<file path="config.mk">
export PLATFORM = sky130hd
export DESIGN_NAME = irq_enable_flag
export DESIGN_NICKNAME = d
export VERILOG_FILES = /design/src/hdl/irq_enable_flag.v /design/src/hdl/pin_sync.v
export VERILOG_INCLUDE_DIRS = /design/src /design/src/hdl
export SDC_FILE = /design/constraint.sdc
export NUM_CORES = 1
export LEC_CHECK = 0
export BUFFER_PORTS_ARGS = -buffer_cell sky130_fd_sc_hd__clkbuf_2
export CAP_MARGIN = 20
export CORE_MARGIN = 2
export CORE_UTILIZATION = 52
export CTS_CLUSTER_DIAMETER = 120
export DETAILED_ROUTE_END_ITERATION = 16
export PLACE_DENSITY = 0.82
export SLEW_MARGIN = 25
export SYNTH_ARGS = -nofsm -noshare
export SYNTH_HDL_FRONTEND = slang
export SYNTH_SLANG_ARGS = --single-unit
</file>
<file path="constraint.sdc">
create_clock -name I_CLK -period 2.79 [get_ports I_CLK]
set_clock_uncertainty 0.1 [all_clocks]
set_input_delay 0.558 -clock I_CLK [delete_from_list [all_inputs] [get_ports I_CLK]]
set_output_delay 0.558 -clock I_CLK [all_outputs]
set_load 0.005 [all_outputs]
</file>
<file path="src/hdl/irq_enable_flag_map.vh">
// register map, field positions and reset values of the interrupt enable and flag block
// assumes an APB slave with 32-bit data, one aligned word per register
`ifndef IRQ_ENABLE_FLAG_MAP_VH
`define IRQ_ENABLE_FLAG_MAP_VH
// ----------------------------------------------------------------
// register byte addresses
// ----------------------------------------------------------------
`define ADDR_CORE_INTERRUPT_CONTROL 12'h000
`define ADDR_PERIPHERAL_ENABLE_ONE 12'h004
`define ADDR_PERIPHERAL_ENABLE_TWO 12'h008
`define ADDR_PERIPHERAL_REQUEST_ONE 12'h00C
`define ADDR_PER_PIN_CHANGE_SELECT 12'h010
`define ADDR_TIMER_ZERO_COUNT 12'h014
`define ADDR_SERIAL_RX_DATA_REG 12'h018
`define ADDR_SERIAL_TX_DATA_REG 12'h01C
// ----------------------------------------------------------------
// core control fields
// ----------------------------------------------------------------
`define BIT_GLOBAL_IRQ_ENABLE 7
`define BIT_PERIPHERAL_IRQ_GATE 6
`define BIT_TIMER_ZERO_OVF_ENABLE 5
`define BIT_EXT_PIN_IRQ_ENABLE 4
`define BIT_PORTB_CHANGE_ENABLE 3
`define BIT_TIMER_ZERO_OVF_FLAG 2
`define BIT_EXT_PIN_IRQ_FLAG 1
`define BIT_PORTB_CHANGE_FLAG 0
// ----------------------------------------------------------------
// peripheral request one fields
// ----------------------------------------------------------------
`define BIT_CONVERTER_DONE_FLAG 6
`define BIT_SERIAL_RX_FULL_FLAG 5
`define BIT_SERIAL_TX_EMPTY_FLAG 4
`define BIT_SYNC_PORT_EVENT_FLAG 3
`define BIT_CAPCOMP_ONE_FLAG 2
`define BIT_TIMER_TWO_MATCH_FLAG 1
`define BIT_TIMER_ONE_OVF_FLAG 0
// ----------------------------------------------------------------
// implemented-bit masks and reset values
// ----------------------------------------------------------------
`define MASK_PERIPHERAL_ENABLE_ONE 8'h7F
`define MASK_PERIPHERAL_ENABLE_TWO 8'hFD
`define MASK_REQUEST_ONE_WRITABLE 8'h4F
`define RST_CORE_INTERRUPT_CONTROL 8'h00
`define RST_PERIPHERAL_ENABLE 8'h00
`define RST_PERIPHERAL_REQUEST_ONE 8'h00
`define RST_PER_PIN_CHANGE_SELECT 8'h00
`endif

</file>
<file path="src/hdl/irq_enable_flag.v">
// interrupt enable and flag logic with APB register access
// assumes event inputs from on-chip logic on I_CLK are one-cycle pulses or levels as noted;
// the external interrupt pin and port-B pins are asynchronous and are synchronised here
`include "irq_enable_flag_map.vh"

module irq_enable_flag #(
  parameter PORTB_WIDTH = 8,
  parameter EXT_EDGE_RISING = 1
) (
  input wire I_CLK,
  input wire I_RSTN,
  input wire I_PSEL,
  input wire I_PENABLE,
  input wire I_PWRITE,
  input wire [11:0] I_PADDR,
  input wire [31:0] I_PWDATA,
  output reg [31:0] O_PRDATA,
  output reg O_PREADY,
  output reg O_PSLVERR,
  input wire I_EXT_PIN,
  input wire [PORTB_WIDTH-1:0] I_PORTB_PINS,
  input wire i_timer_zero_tick,
  input wire i_low_power_wakeup,
  input wire i_converter_done,
  input wire i_serial_rx_load,
  input wire [7:0] i_serial_rx_data,
  input wire i_serial_tx_taken,
  input wire i_sync_port_xfer_done,
  input wire i_sync_port_master,
  input wire i_sync_port_seq_done,
  input wire i_capcomp_one_event,
  input wire i_capcomp_one_pwm_mode,
  input wire i_timer_two_match,
  input wire i_timer_one_ovf,
  input wire [7:0] i_peripheral_request_two,
  output reg O_IRQ_REQUEST,
  output reg [7:0] O_SERIAL_TX_DATA,
  output reg O_SERIAL_TX_LOAD
);
  // ----------------------------------------------------------------
  // registers
  // ----------------------------------------------------------------
  reg [7:0] core_ctrl_q;
  reg [7:0] core_ctrl_d;
  reg [7:0] peripheral_enable_one_q;
  reg [7:0] peripheral_enable_two_q;
  reg [7:0] peripheral_request_one_q;
  reg [7:0] peripheral_request_one_d;
  reg [PORTB_WIDTH-1:0] per_pin_change_select_q;
  reg [7:0] timer_zero_count_q;
  reg [7:0] serial_rx_data_q;
  reg rx_full_q;
  reg tx_empty_q;
  reg ext_prev_q;
  reg [PORTB_WIDTH-1:0] portb_prev_q;
  reg [2:0] sync_ready_q;
  reg portb_hit_q;
  reg portb_hit_d;

  wire ext_sync;
  wire [PORTB_WIDTH-1:0] portb_sync;
  wire wr_en;
  wire rd_en;
  wire ext_edge;
  wire [PORTB_WIDTH-1:0] portb_changed;
  wire portb_event;
  wire core_pending;
  wire periph_pending;
  reg [31:0] rd_data;
  reg addr_hit;
  reg [7:0] core_flags_d;
  wire portb_hit_event;

  // ----------------------------------------------------------------
  // helpers
  // ----------------------------------------------------------------
  // address compare used for every register decode
  function is_addr;
    input [11:0] addr;
    input [11:0] target;
    begin
      is_addr = (addr == target);
    end
  endfunction

  // flag update: hardware set wins over a same-cycle software clear
  function [7:0] flag_merge;
    input [7:0] cur;
    input [7:0] set;
    input [7:0] wmask;
    input [7:0] wdata;
    input we;
    begin
      flag_merge = (we ? ((cur & ~wmask) | (wdata & wmask)) : cur) | set;
    end
  endfunction

  // ----------------------------------------------------------------
  // pin synchronisers
  // ----------------------------------------------------------------
  pin_sync #(
    .WIDTH(PORTB_WIDTH + 1)
  ) u_pin_sync (
    .I_CLK(I_CLK),
    .I_RSTN(I_RSTN),
    .i_async({I_EXT_PIN, I_PORTB_PINS}),
    .o_sync({ext_sync, portb_sync})
  );

  // previous values for edge and change detection; detection waits three edges after reset
  // so that both samples hold real pin levels and a pin idling high gives no false edge
  always @(posedge I_CLK) begin
    if (!I_RSTN) begin
      ext_prev_q <= 1'b0;
      portb_prev_q <= {PORTB_WIDTH{1'b0}};
      sync_ready_q <= 3'h0;
    end else begin
      ext_prev_q <= ext_sync;
      portb_prev_q <= portb_sync;
      sync_ready_q <= {sync_ready_q[1:0], 1'b1};
    end
  end

  // edge of the external pin in the chosen direction
  assign ext_edge = sync_ready_q[2] &
                    ((EXT_EDGE_RISING != 0) ? (ext_sync & ~ext_prev_q) : (~ext_sync & ext_prev_q));
  // any port-B pin change, whatever its select bit
  assign portb_changed = sync_ready_q[2] ? (portb_sync ^ portb_prev_q) : {PORTB_WIDTH{1'b0}};
  assign portb_event = (|portb_changed) | i_low_power_wakeup;

  // ----------------------------------------------------------------
  // APB decode
  // ----------------------------------------------------------------
  // reads are taken in the first access cycle so data stands with pready;
  // writes land at the edge where pready is high
  assign wr_en = I_PSEL & I_PENABLE & I_PWRITE & O_PREADY;
  assign rd_en = I_PSEL & I_PENABLE & ~I_PWRITE & ~O_PREADY;

  // read mux; unimplemented bits read as zero
  always @* begin
    rd_data = 32'h00000000;
    addr_hit = 1'b1;
    if (is_addr(I_PADDR, `ADDR_CORE_INTERRUPT_CONTROL)) begin
      rd_data[7:0] = core_ctrl_q;
    end else if (is_addr(I_PADDR, `ADDR_PERIPHERAL_ENABLE_ONE)) begin
      rd_data[7:0] = peripheral_enable_one_q & `MASK_PERIPHERAL_ENABLE_ONE;
    end else if (is_addr(I_PADDR, `ADDR_PERIPHERAL_ENABLE_TWO)) begin
      rd_data[7:0] = peripheral_enable_two_q & `MASK_PERIPHERAL_ENABLE_TWO;
    end else if (is_addr(I_PADDR, `ADDR_PERIPHERAL_REQUEST_ONE)) begin
      rd_data[7:0] = {1'b0, peripheral_request_one_q[6:0]};
    end else if (is_addr(I_PADDR, `ADDR_PER_PIN_CHANGE_SELECT)) begin
      rd_data[PORTB_WIDTH-1:0] = per_pin_change_select_q;
    end else if (is_addr(I_PADDR, `ADDR_TIMER_ZERO_COUNT)) begin
      rd_data[7:0] = timer_zero_count_q;
    end else if (is_addr(I_PADDR, `ADDR_SERIAL_RX_DATA_REG)) begin
      rd_data[7:0] = serial_rx_data_q;
    end else if (is_addr(I_PADDR, `ADDR_SERIAL_TX_DATA_REG)) begin
      rd_data[7:0] = O_SERIAL_TX_DATA;
    end else begin
      addr_hit = 1'b0;
    end
  end

  // bus answer: access phase with one wait state, error on unmapped address
  always @(posedge I_CLK) begin
    if (!I_RSTN) begin
      O_PREADY <= 1'b0;
      O_PSLVERR <= 1'b0;
      O_PRDATA <= 32'h00000000;
    end else begin
      O_PREADY <= I_PSEL & I_PENABLE & ~O_PREADY;
      O_PSLVERR <= I_PSEL & I_PENABLE & ~O_PREADY & ~addr_hit;
      if (rd_en) begin
        O_PRDATA <= rd_data;
      end
    end
  end

  // ----------------------------------------------------------------
  // core control register
  // ----------------------------------------------------------------
  // enables stored from writes, flags merged with hardware events
  always @* begin
    core_ctrl_d = core_ctrl_q;
    if (wr_en && is_addr(I_PADDR, `ADDR_CORE_INTERRUPT_CONTROL)) begin
      core_ctrl_d[7:3] = I_PWDATA[7:3];
    end
    core_flags_d = flag_merge({5'h00, core_ctrl_q[2:0]},
                              {5'h00, i_timer_zero_tick, ext_edge, portb_event},
                              8'h07, I_PWDATA[7:0],
                              wr_en & is_addr(I_PADDR, `ADDR_CORE_INTERRUPT_CONTROL));
    core_ctrl_d[2:0] = core_flags_d[2:0];
  end

  always @(posedge I_CLK) begin
    if (!I_RSTN) begin
      core_ctrl_q <= `RST_CORE_INTERRUPT_CONTROL;
    end else begin
      core_ctrl_q <= core_ctrl_d;
    end
  end

  // a change on a selected pin, an enabled wake-up or a software set arms the pin-change request
  assign portb_hit_event = (|(portb_changed & per_pin_change_select_q)) |
    (i_low_power_wakeup & peripheral_enable_two_q[2]) |
    (wr_en & is_addr(I_PADDR, `ADDR_CORE_INTERRUPT_CONTROL) & I_PWDATA[`BIT_PORTB_CHANGE_FLAG]);

  // armed bit falls with the flag when software clears it
  always @* begin
    portb_hit_d = core_ctrl_d[`BIT_PORTB_CHANGE_FLAG] & (portb_hit_q | portb_hit_event);
  end

  always @(posedge I_CLK) begin
    if (!I_RSTN) begin
      portb_hit_q <= 1'b0;
    end else begin
      portb_hit_q <= portb_hit_d;
    end
  end

  // ----------------------------------------------------------------
  // peripheral enables and pin select
  // ----------------------------------------------------------------
  always @(posedge I_CLK) begin
    if (!I_RSTN) begin
      peripheral_enable_one_q <= `RST_PERIPHERAL_ENABLE;
      peripheral_enable_two_q <= `RST_PERIPHERAL_ENABLE;
      per_pin_change_select_q <= {PORTB_WIDTH{1'b0}};
    end else if (wr_en) begin
      if (is_addr(I_PADDR, `ADDR_PERIPHERAL_ENABLE_ONE)) begin
        peripheral_enable_one_q <= I_PWDATA[7:0] & `MASK_PERIPHERAL_ENABLE_ONE;
      end
      if (is_addr(I_PADDR, `ADDR_PERIPHERAL_ENABLE_TWO)) begin
        peripheral_enable_two_q <= I_PWDATA[7:0] & `MASK_PERIPHERAL_ENABLE_TWO;
      end
      if (is_addr(I_PADDR, `ADDR_PER_PIN_CHANGE_SELECT)) begin
        per_pin_change_select_q <= I_PWDATA[PORTB_WIDTH-1:0];
      end
    end
  end

  // timer-0 count: only software and ticks touch it, reset leaves it alone
  always @(posedge I_CLK) begin
    if (wr_en && is_addr(I_PADDR, `ADDR_TIMER_ZERO_COUNT)) begin
      timer_zero_count_q <= I_PWDATA[7:0];
    end else if (i_timer_zero_tick) begin
      timer_zero_count_q <= 8'h00;
    end
  end

  // ----------------------------------------------------------------
  // serial buffer status
  // ----------------------------------------------------------------
  // receive full until software reads data; transmit empty until software writes
  always @(posedge I_CLK) begin
    if (!I_RSTN) begin
      rx_full_q <= 1'b0;
      tx_empty_q <= 1'b1;
      serial_rx_data_q <= 8'h00;
      O_SERIAL_TX_DATA <= 8'h00;
      O_SERIAL_TX_LOAD <= 1'b0;
    end else begin
      O_SERIAL_TX_LOAD <= 1'b0;
      if (i_serial_rx_load) begin
        rx_full_q <= 1'b1;
        serial_rx_data_q <= i_serial_rx_data;
      end else if (rd_en && is_addr(I_PADDR, `ADDR_SERIAL_RX_DATA_REG)) begin
        rx_full_q <= 1'b0;
      end
      if (wr_en && is_addr(I_PADDR, `ADDR_SERIAL_TX_DATA_REG)) begin
        tx_empty_q <= 1'b0;
        O_SERIAL_TX_DATA <= I_PWDATA[7:0];
        O_SERIAL_TX_LOAD <= 1'b1;
      end else if (i_serial_tx_taken) begin
        tx_empty_q <= 1'b1;
      end
    end
  end

  // ----------------------------------------------------------------
  // peripheral request one
  // ----------------------------------------------------------------
  always @* begin
    peripheral_request_one_d = flag_merge(peripheral_request_one_q,
      {1'b0,
       i_converter_done,
       2'b00,
       i_sync_port_xfer_done | (i_sync_port_master & i_sync_port_seq_done),
       i_capcomp_one_event & ~i_capcomp_one_pwm_mode,
       i_timer_two_match,
       i_timer_one_ovf},
      `MASK_REQUEST_ONE_WRITABLE, I_PWDATA[7:0],
      wr_en & is_addr(I_PADDR, `ADDR_PERIPHERAL_REQUEST_ONE));
    // read-only buffer flags and the always-zero top bit
    peripheral_request_one_d[`BIT_SERIAL_RX_FULL_FLAG] = rx_full_q;
    peripheral_request_one_d[`BIT_SERIAL_TX_EMPTY_FLAG] = tx_empty_q;
    peripheral_request_one_d[7] = 1'b0;
  end

  always @(posedge I_CLK) begin
    if (!I_RSTN) begin
      peripheral_request_one_q <= `RST_PERIPHERAL_REQUEST_ONE;
    end else begin
      peripheral_request_one_q <= peripheral_request_one_d;
    end
  end

  // ----------------------------------------------------------------
  // request to the core
  // ----------------------------------------------------------------
  // pin-change path needs the enable and a change on a selected pin, an enabled wake-up or a software set
  assign core_pending =
    (core_ctrl_q[`BIT_TIMER_ZERO_OVF_ENABLE] & core_ctrl_q[`BIT_TIMER_ZERO_OVF_FLAG]) |
    (core_ctrl_q[`BIT_EXT_PIN_IRQ_ENABLE] & core_ctrl_q[`BIT_EXT_PIN_IRQ_FLAG]) |
    (core_ctrl_q[`BIT_PORTB_CHANGE_ENABLE] & core_ctrl_q[`BIT_PORTB_CHANGE_FLAG] & portb_hit_q);
  assign periph_pending = core_ctrl_q[`BIT_PERIPHERAL_IRQ_GATE] &
    ((|(peripheral_enable_one_q & peripheral_request_one_q & `MASK_PERIPHERAL_ENABLE_ONE)) |
     (|(peripheral_enable_two_q & i_peripheral_request_two & `MASK_PERIPHERAL_ENABLE_TWO)));

  always @(posedge I_CLK) begin
    if (!I_RSTN) begin
      O_IRQ_REQUEST <= 1'b0;
    end else begin
      O_IRQ_REQUEST <= core_ctrl_q[`BIT_GLOBAL_IRQ_ENABLE] & (core_pending | periph_pending);
    end
  end
endmodule // irq_enable_flag

</file>
<file path="src/hdl/pin_sync.v">
// two-flop synchroniser for a vector of asynchronous pins
// assumes one clock; the first stage is read only by the second stage
module pin_sync #(
  parameter WIDTH = 8
) (
  input wire I_CLK,
  input wire I_RSTN,
  input wire [WIDTH-1:0] i_async,
  output wire [WIDTH-1:0] o_sync
);
  reg [WIDTH-1:0] meta_q;
  reg [WIDTH-1:0] sync_q;

  // two stages, cleared by the synchronous reset
  always @(posedge I_CLK) begin
    if (!I_RSTN) begin
      meta_q <= {WIDTH{1'b0}};
      sync_q <= {WIDTH{1'b0}};
    end else begin
      meta_q <= i_async;
      sync_q <= meta_q;
    end
  end

  assign o_sync = sync_q;
endmodule // pin_sync

</file>
==> impl_results.md <==
- Status: complete, no violations
- Multi-input logic area: 2172 um^2
- Final net count: 655
- Critical Path RT: 2.94 ns
- Post-synth EDFFs: 8
- Sequential share of the synthesized area: 47.93%
- TNS Setup: 0 ns
- H-tree Lvls: 3
- Ys async rst share: 0%
- Mapped Cells: 488
- Leakage power: 2.368 nW
- Syn_area_per_cell: 9.415 um^2
- Worst Hold Path Cells: 2
- R2r startpoint: O_PREADY$_SDFF_PN0_
- Initial antenna violation count: 0
- Fmax achieved: 446.7 MHz
- Largest family of logic cells by synthesized area: simple AND/OR/NAND/NOR gates
- DP HPWL: 8141 um
- CP arrival: 2.39 ns
- Post-CTS sizing: 0
- Post-CTS Hold Buffers: 0
- Largest net degree at the start of global routing: 39
- Synth Area in XOR/XNOR: 1.525%
- Commonest non-fill, non-tap cells in the layout: 98 x dfxtp_1, 80 x clkbuf_2, 58 x nor2_1, 49 x mux2i_1, 41 x and2_1
- Synth Flop Type: dfxtp_1
- RSZ-0062 raised after global routing: false
- Max Cap Violations: 0
- Post-synthesis simple-gate area fraction: 20.86%
- Initial core utilization: 53.20%
- Yosys Warn Count: 0
- Register-to-Register Path Depth: 6
- Clk slew on worst S/H paths: 0.11 ns
- Via count: 3839
- Worst Slack Setup Final: 0.5512 ns
- DR iter-0 viols: 228
- Clock root buffer: clkbuf_8
- Die area: 9603 um^2
- Mapped cell area: 4594 um^2
- Distinct cell type count of the synthesized netlist: 51
- Critical Path Sink Type: register
- Share of cells above drive strength 1: 21.43%
- Worst R2R End: O_SERIAL_TX_DATA[7]$_SDFFE_PN0P_
- Total GRT Usage: 23.11%
- Compound-Gate Fraction of Synth Area: 12.25%
- Inst Count DP: 666
- Total Power: 2.814 mW
- Fin crit period: 2.239 ns
- Setup CP Type: primary input to register
- Final hold vios: 0
- Number of synthesized register bits: 106
- CTS tree: done
- Peak supply drop: 0.3346 mV
- Clk_lat worst skew: 0.37 ns
- Die X: 98.00 um
- Post-synthesis mux area share: 10.68%
- Final setup viols: 0
- Die Height: 98.00 um
- Final slew viol count: 0
- Place WS: 0.2073 ns
- Post-Synth Adder-Cell Area: 0%
- Worst Setup Start Kind: primary input
- Max clock buf depth: 2
- Total gr overflow: 0
- Final Non-Filler Cells: 682
- Area delta synth->final: 14.81%
- Gpl congestion: 0.9594
- R2r setup slk: 0.89 ns
- Core Rows: 34
- Number of port buffers: 80
- ANT nets after route: 0
- Final period utilization: 80.24%
- Fillcell total: 728
- CTS sink count: 106
- Avg WL per Cell: 16.20 um
- Cts bufs inserted: 9
- Storage cell area: 2202 um^2
- Leading cell type in the layout, fill and taps excluded: dfxtp_1
- Max FO, Critical Path: 11
- Hold Path Class: primary input to register
- Global-route wire length before repair: 17700 um
- Io pins: 130
- Least-Margin Pin Slew: 0.7467 ns
- Setup bufs post-CTS: 0
- DRC: 0
- Core region area: 8636 um^2
- Worst Setup EP: core_ctrl_q[0]$_SDFF_PN0_
- Vias/cell: 5.629
- CP Launch Point: I_PADDR[9]
- DRT Pass-1 Iters: 5
- WL final: 11050 um
- Vias in the first global route: 3570
- ANT cells: 0
- PD cells: 533.5 nW/um^2
- Rel. slew slack: 50.17%
[synthesized netlist by cell type, types with 9 or more instances]
cell	number	area (um^2)
dfxtp_1	98	1962
buf_4	25	187.7
nand2_1	29	108.9
mux2i_1	49	490.5
and2_1	41	256.5
clkbuf_1	17	63.81
nor2_1	58	217.7
o21ai_0	10	50.05
a21oi_1	33	165.2
a22oi_1	11	82.58
inv_1	9	33.78
nand3_1	11	55.05
[where the power goes]
group | internal [mW] | switching [mW] | total (mW)
combinational | 0.0926 | 0.128 | 0.221
clock | 0.414 | 0.581 | 0.995
sequential | 1.57 | 0.0246 | 1.60
total | 2.08 | 0.734 | 2.81
[cell type report]
type / instances / share of cell area (%)
clock buffer: 10 / 2.823
clock inverter: 6 / 1.471
inverter: 9 / 0.6404
multi-input combinational: 349 / 41.18
sequential: 106 / 41.75
tap: 108 / 2.562
timing repair buffer: 94 / 9.583
[flip-flops by register name (all words and copies together) (netlist names), 3 cells and up]
register / cells
O_SERIAL_TX_DATA: 8
sync_ready_q: 3
per_pin_change_select_q: 8
peripheral_request_one_q: 7
O_PRDATA: 8
serial_rx_data_q: 8
core_ctrl_q: 8
u_pin_sync.meta_q: 9
peripheral_enable_one_q: 7
portb_prev_q: 8
u_pin_sync.o_sync: 9
peripheral_enable_two_q: 7
timer_zero_count_q: 8
[how the worst min path moves through the flow]
| stage | startpoint | endpoint | slack (ns) |
|---|---|---|---|
| 6_report | I_EXT_PIN | u_pin_sync.meta_q[8]$_SDFF_PN0_ | 0.29 |
| 5_1_grt | I_PORTB_PINS[6] | u_pin_sync.meta_q[6]$_SDFF_PN0_ | 0.27 |
| 4_1_cts | I_EXT_PIN | u_pin_sync.meta_q[8]$_SDFF_PN0_ | 0.27 |
| 3_5_place_dp | u_pin_sync.meta_q[8]$_SDFF_PN0_ | u_pin_sync.o_sync[8]$_SDFF_PN0_ | 0.32 |
| 3_3_place_gp | sync_ready_q[0]$_DFF_P_ | sync_ready_q[1]$_SDFF_PN0_ | 0.31 |
| 2_1_floorplan | u_pin_sync.meta_q[4]$_SDFF_PN0_ | u_pin_sync.o_sync[4]$_SDFF_PN0_ | 0.31 |
[metal layers]
metal	share of wire (%)	up-vias	track usage (%)
met5	0	-	0
met3	8.5	30	4.724
met4	3.3	0	10.58
li1	-	1819	-
met1	43	1791	30.35
met2	45	199	36.78
[metrics by stage]
step                      utilization (%)  hold WS, ns  instance area (um^2)
after CTS                           61.08       0.2688                  5275
after global routing                61.08       0.2652                  5275
after detailed placement            58.46       0.3185                  5049
after floorplan                         -       0.3057                  4681
after global placement              58.46       0.3134                  5049
final                               61.08       0.2851                  5275
[logic make-up after synthesis]
| group | count (synthesis) |
|---|---|
| other | 1 |
| muxes | 49 |
| buffers and inverters | 56 |
| xor gates and xnor gates | 8 |
| DFF | 106 |
| AOI/OAI and AO/OA | 88 |
| and+or+nand+nor | 180 |
[worst max-delay path: stages]
cell and delay, ns:
clkbuf_2 0.10, or4_4 0.58, nor4_2 0.31, buf_4 0.24
nand2_4 0.13, a211oi_1 0.38, nor2_1 0.09
Note: power is estimated with default switching activity, not from simulation.
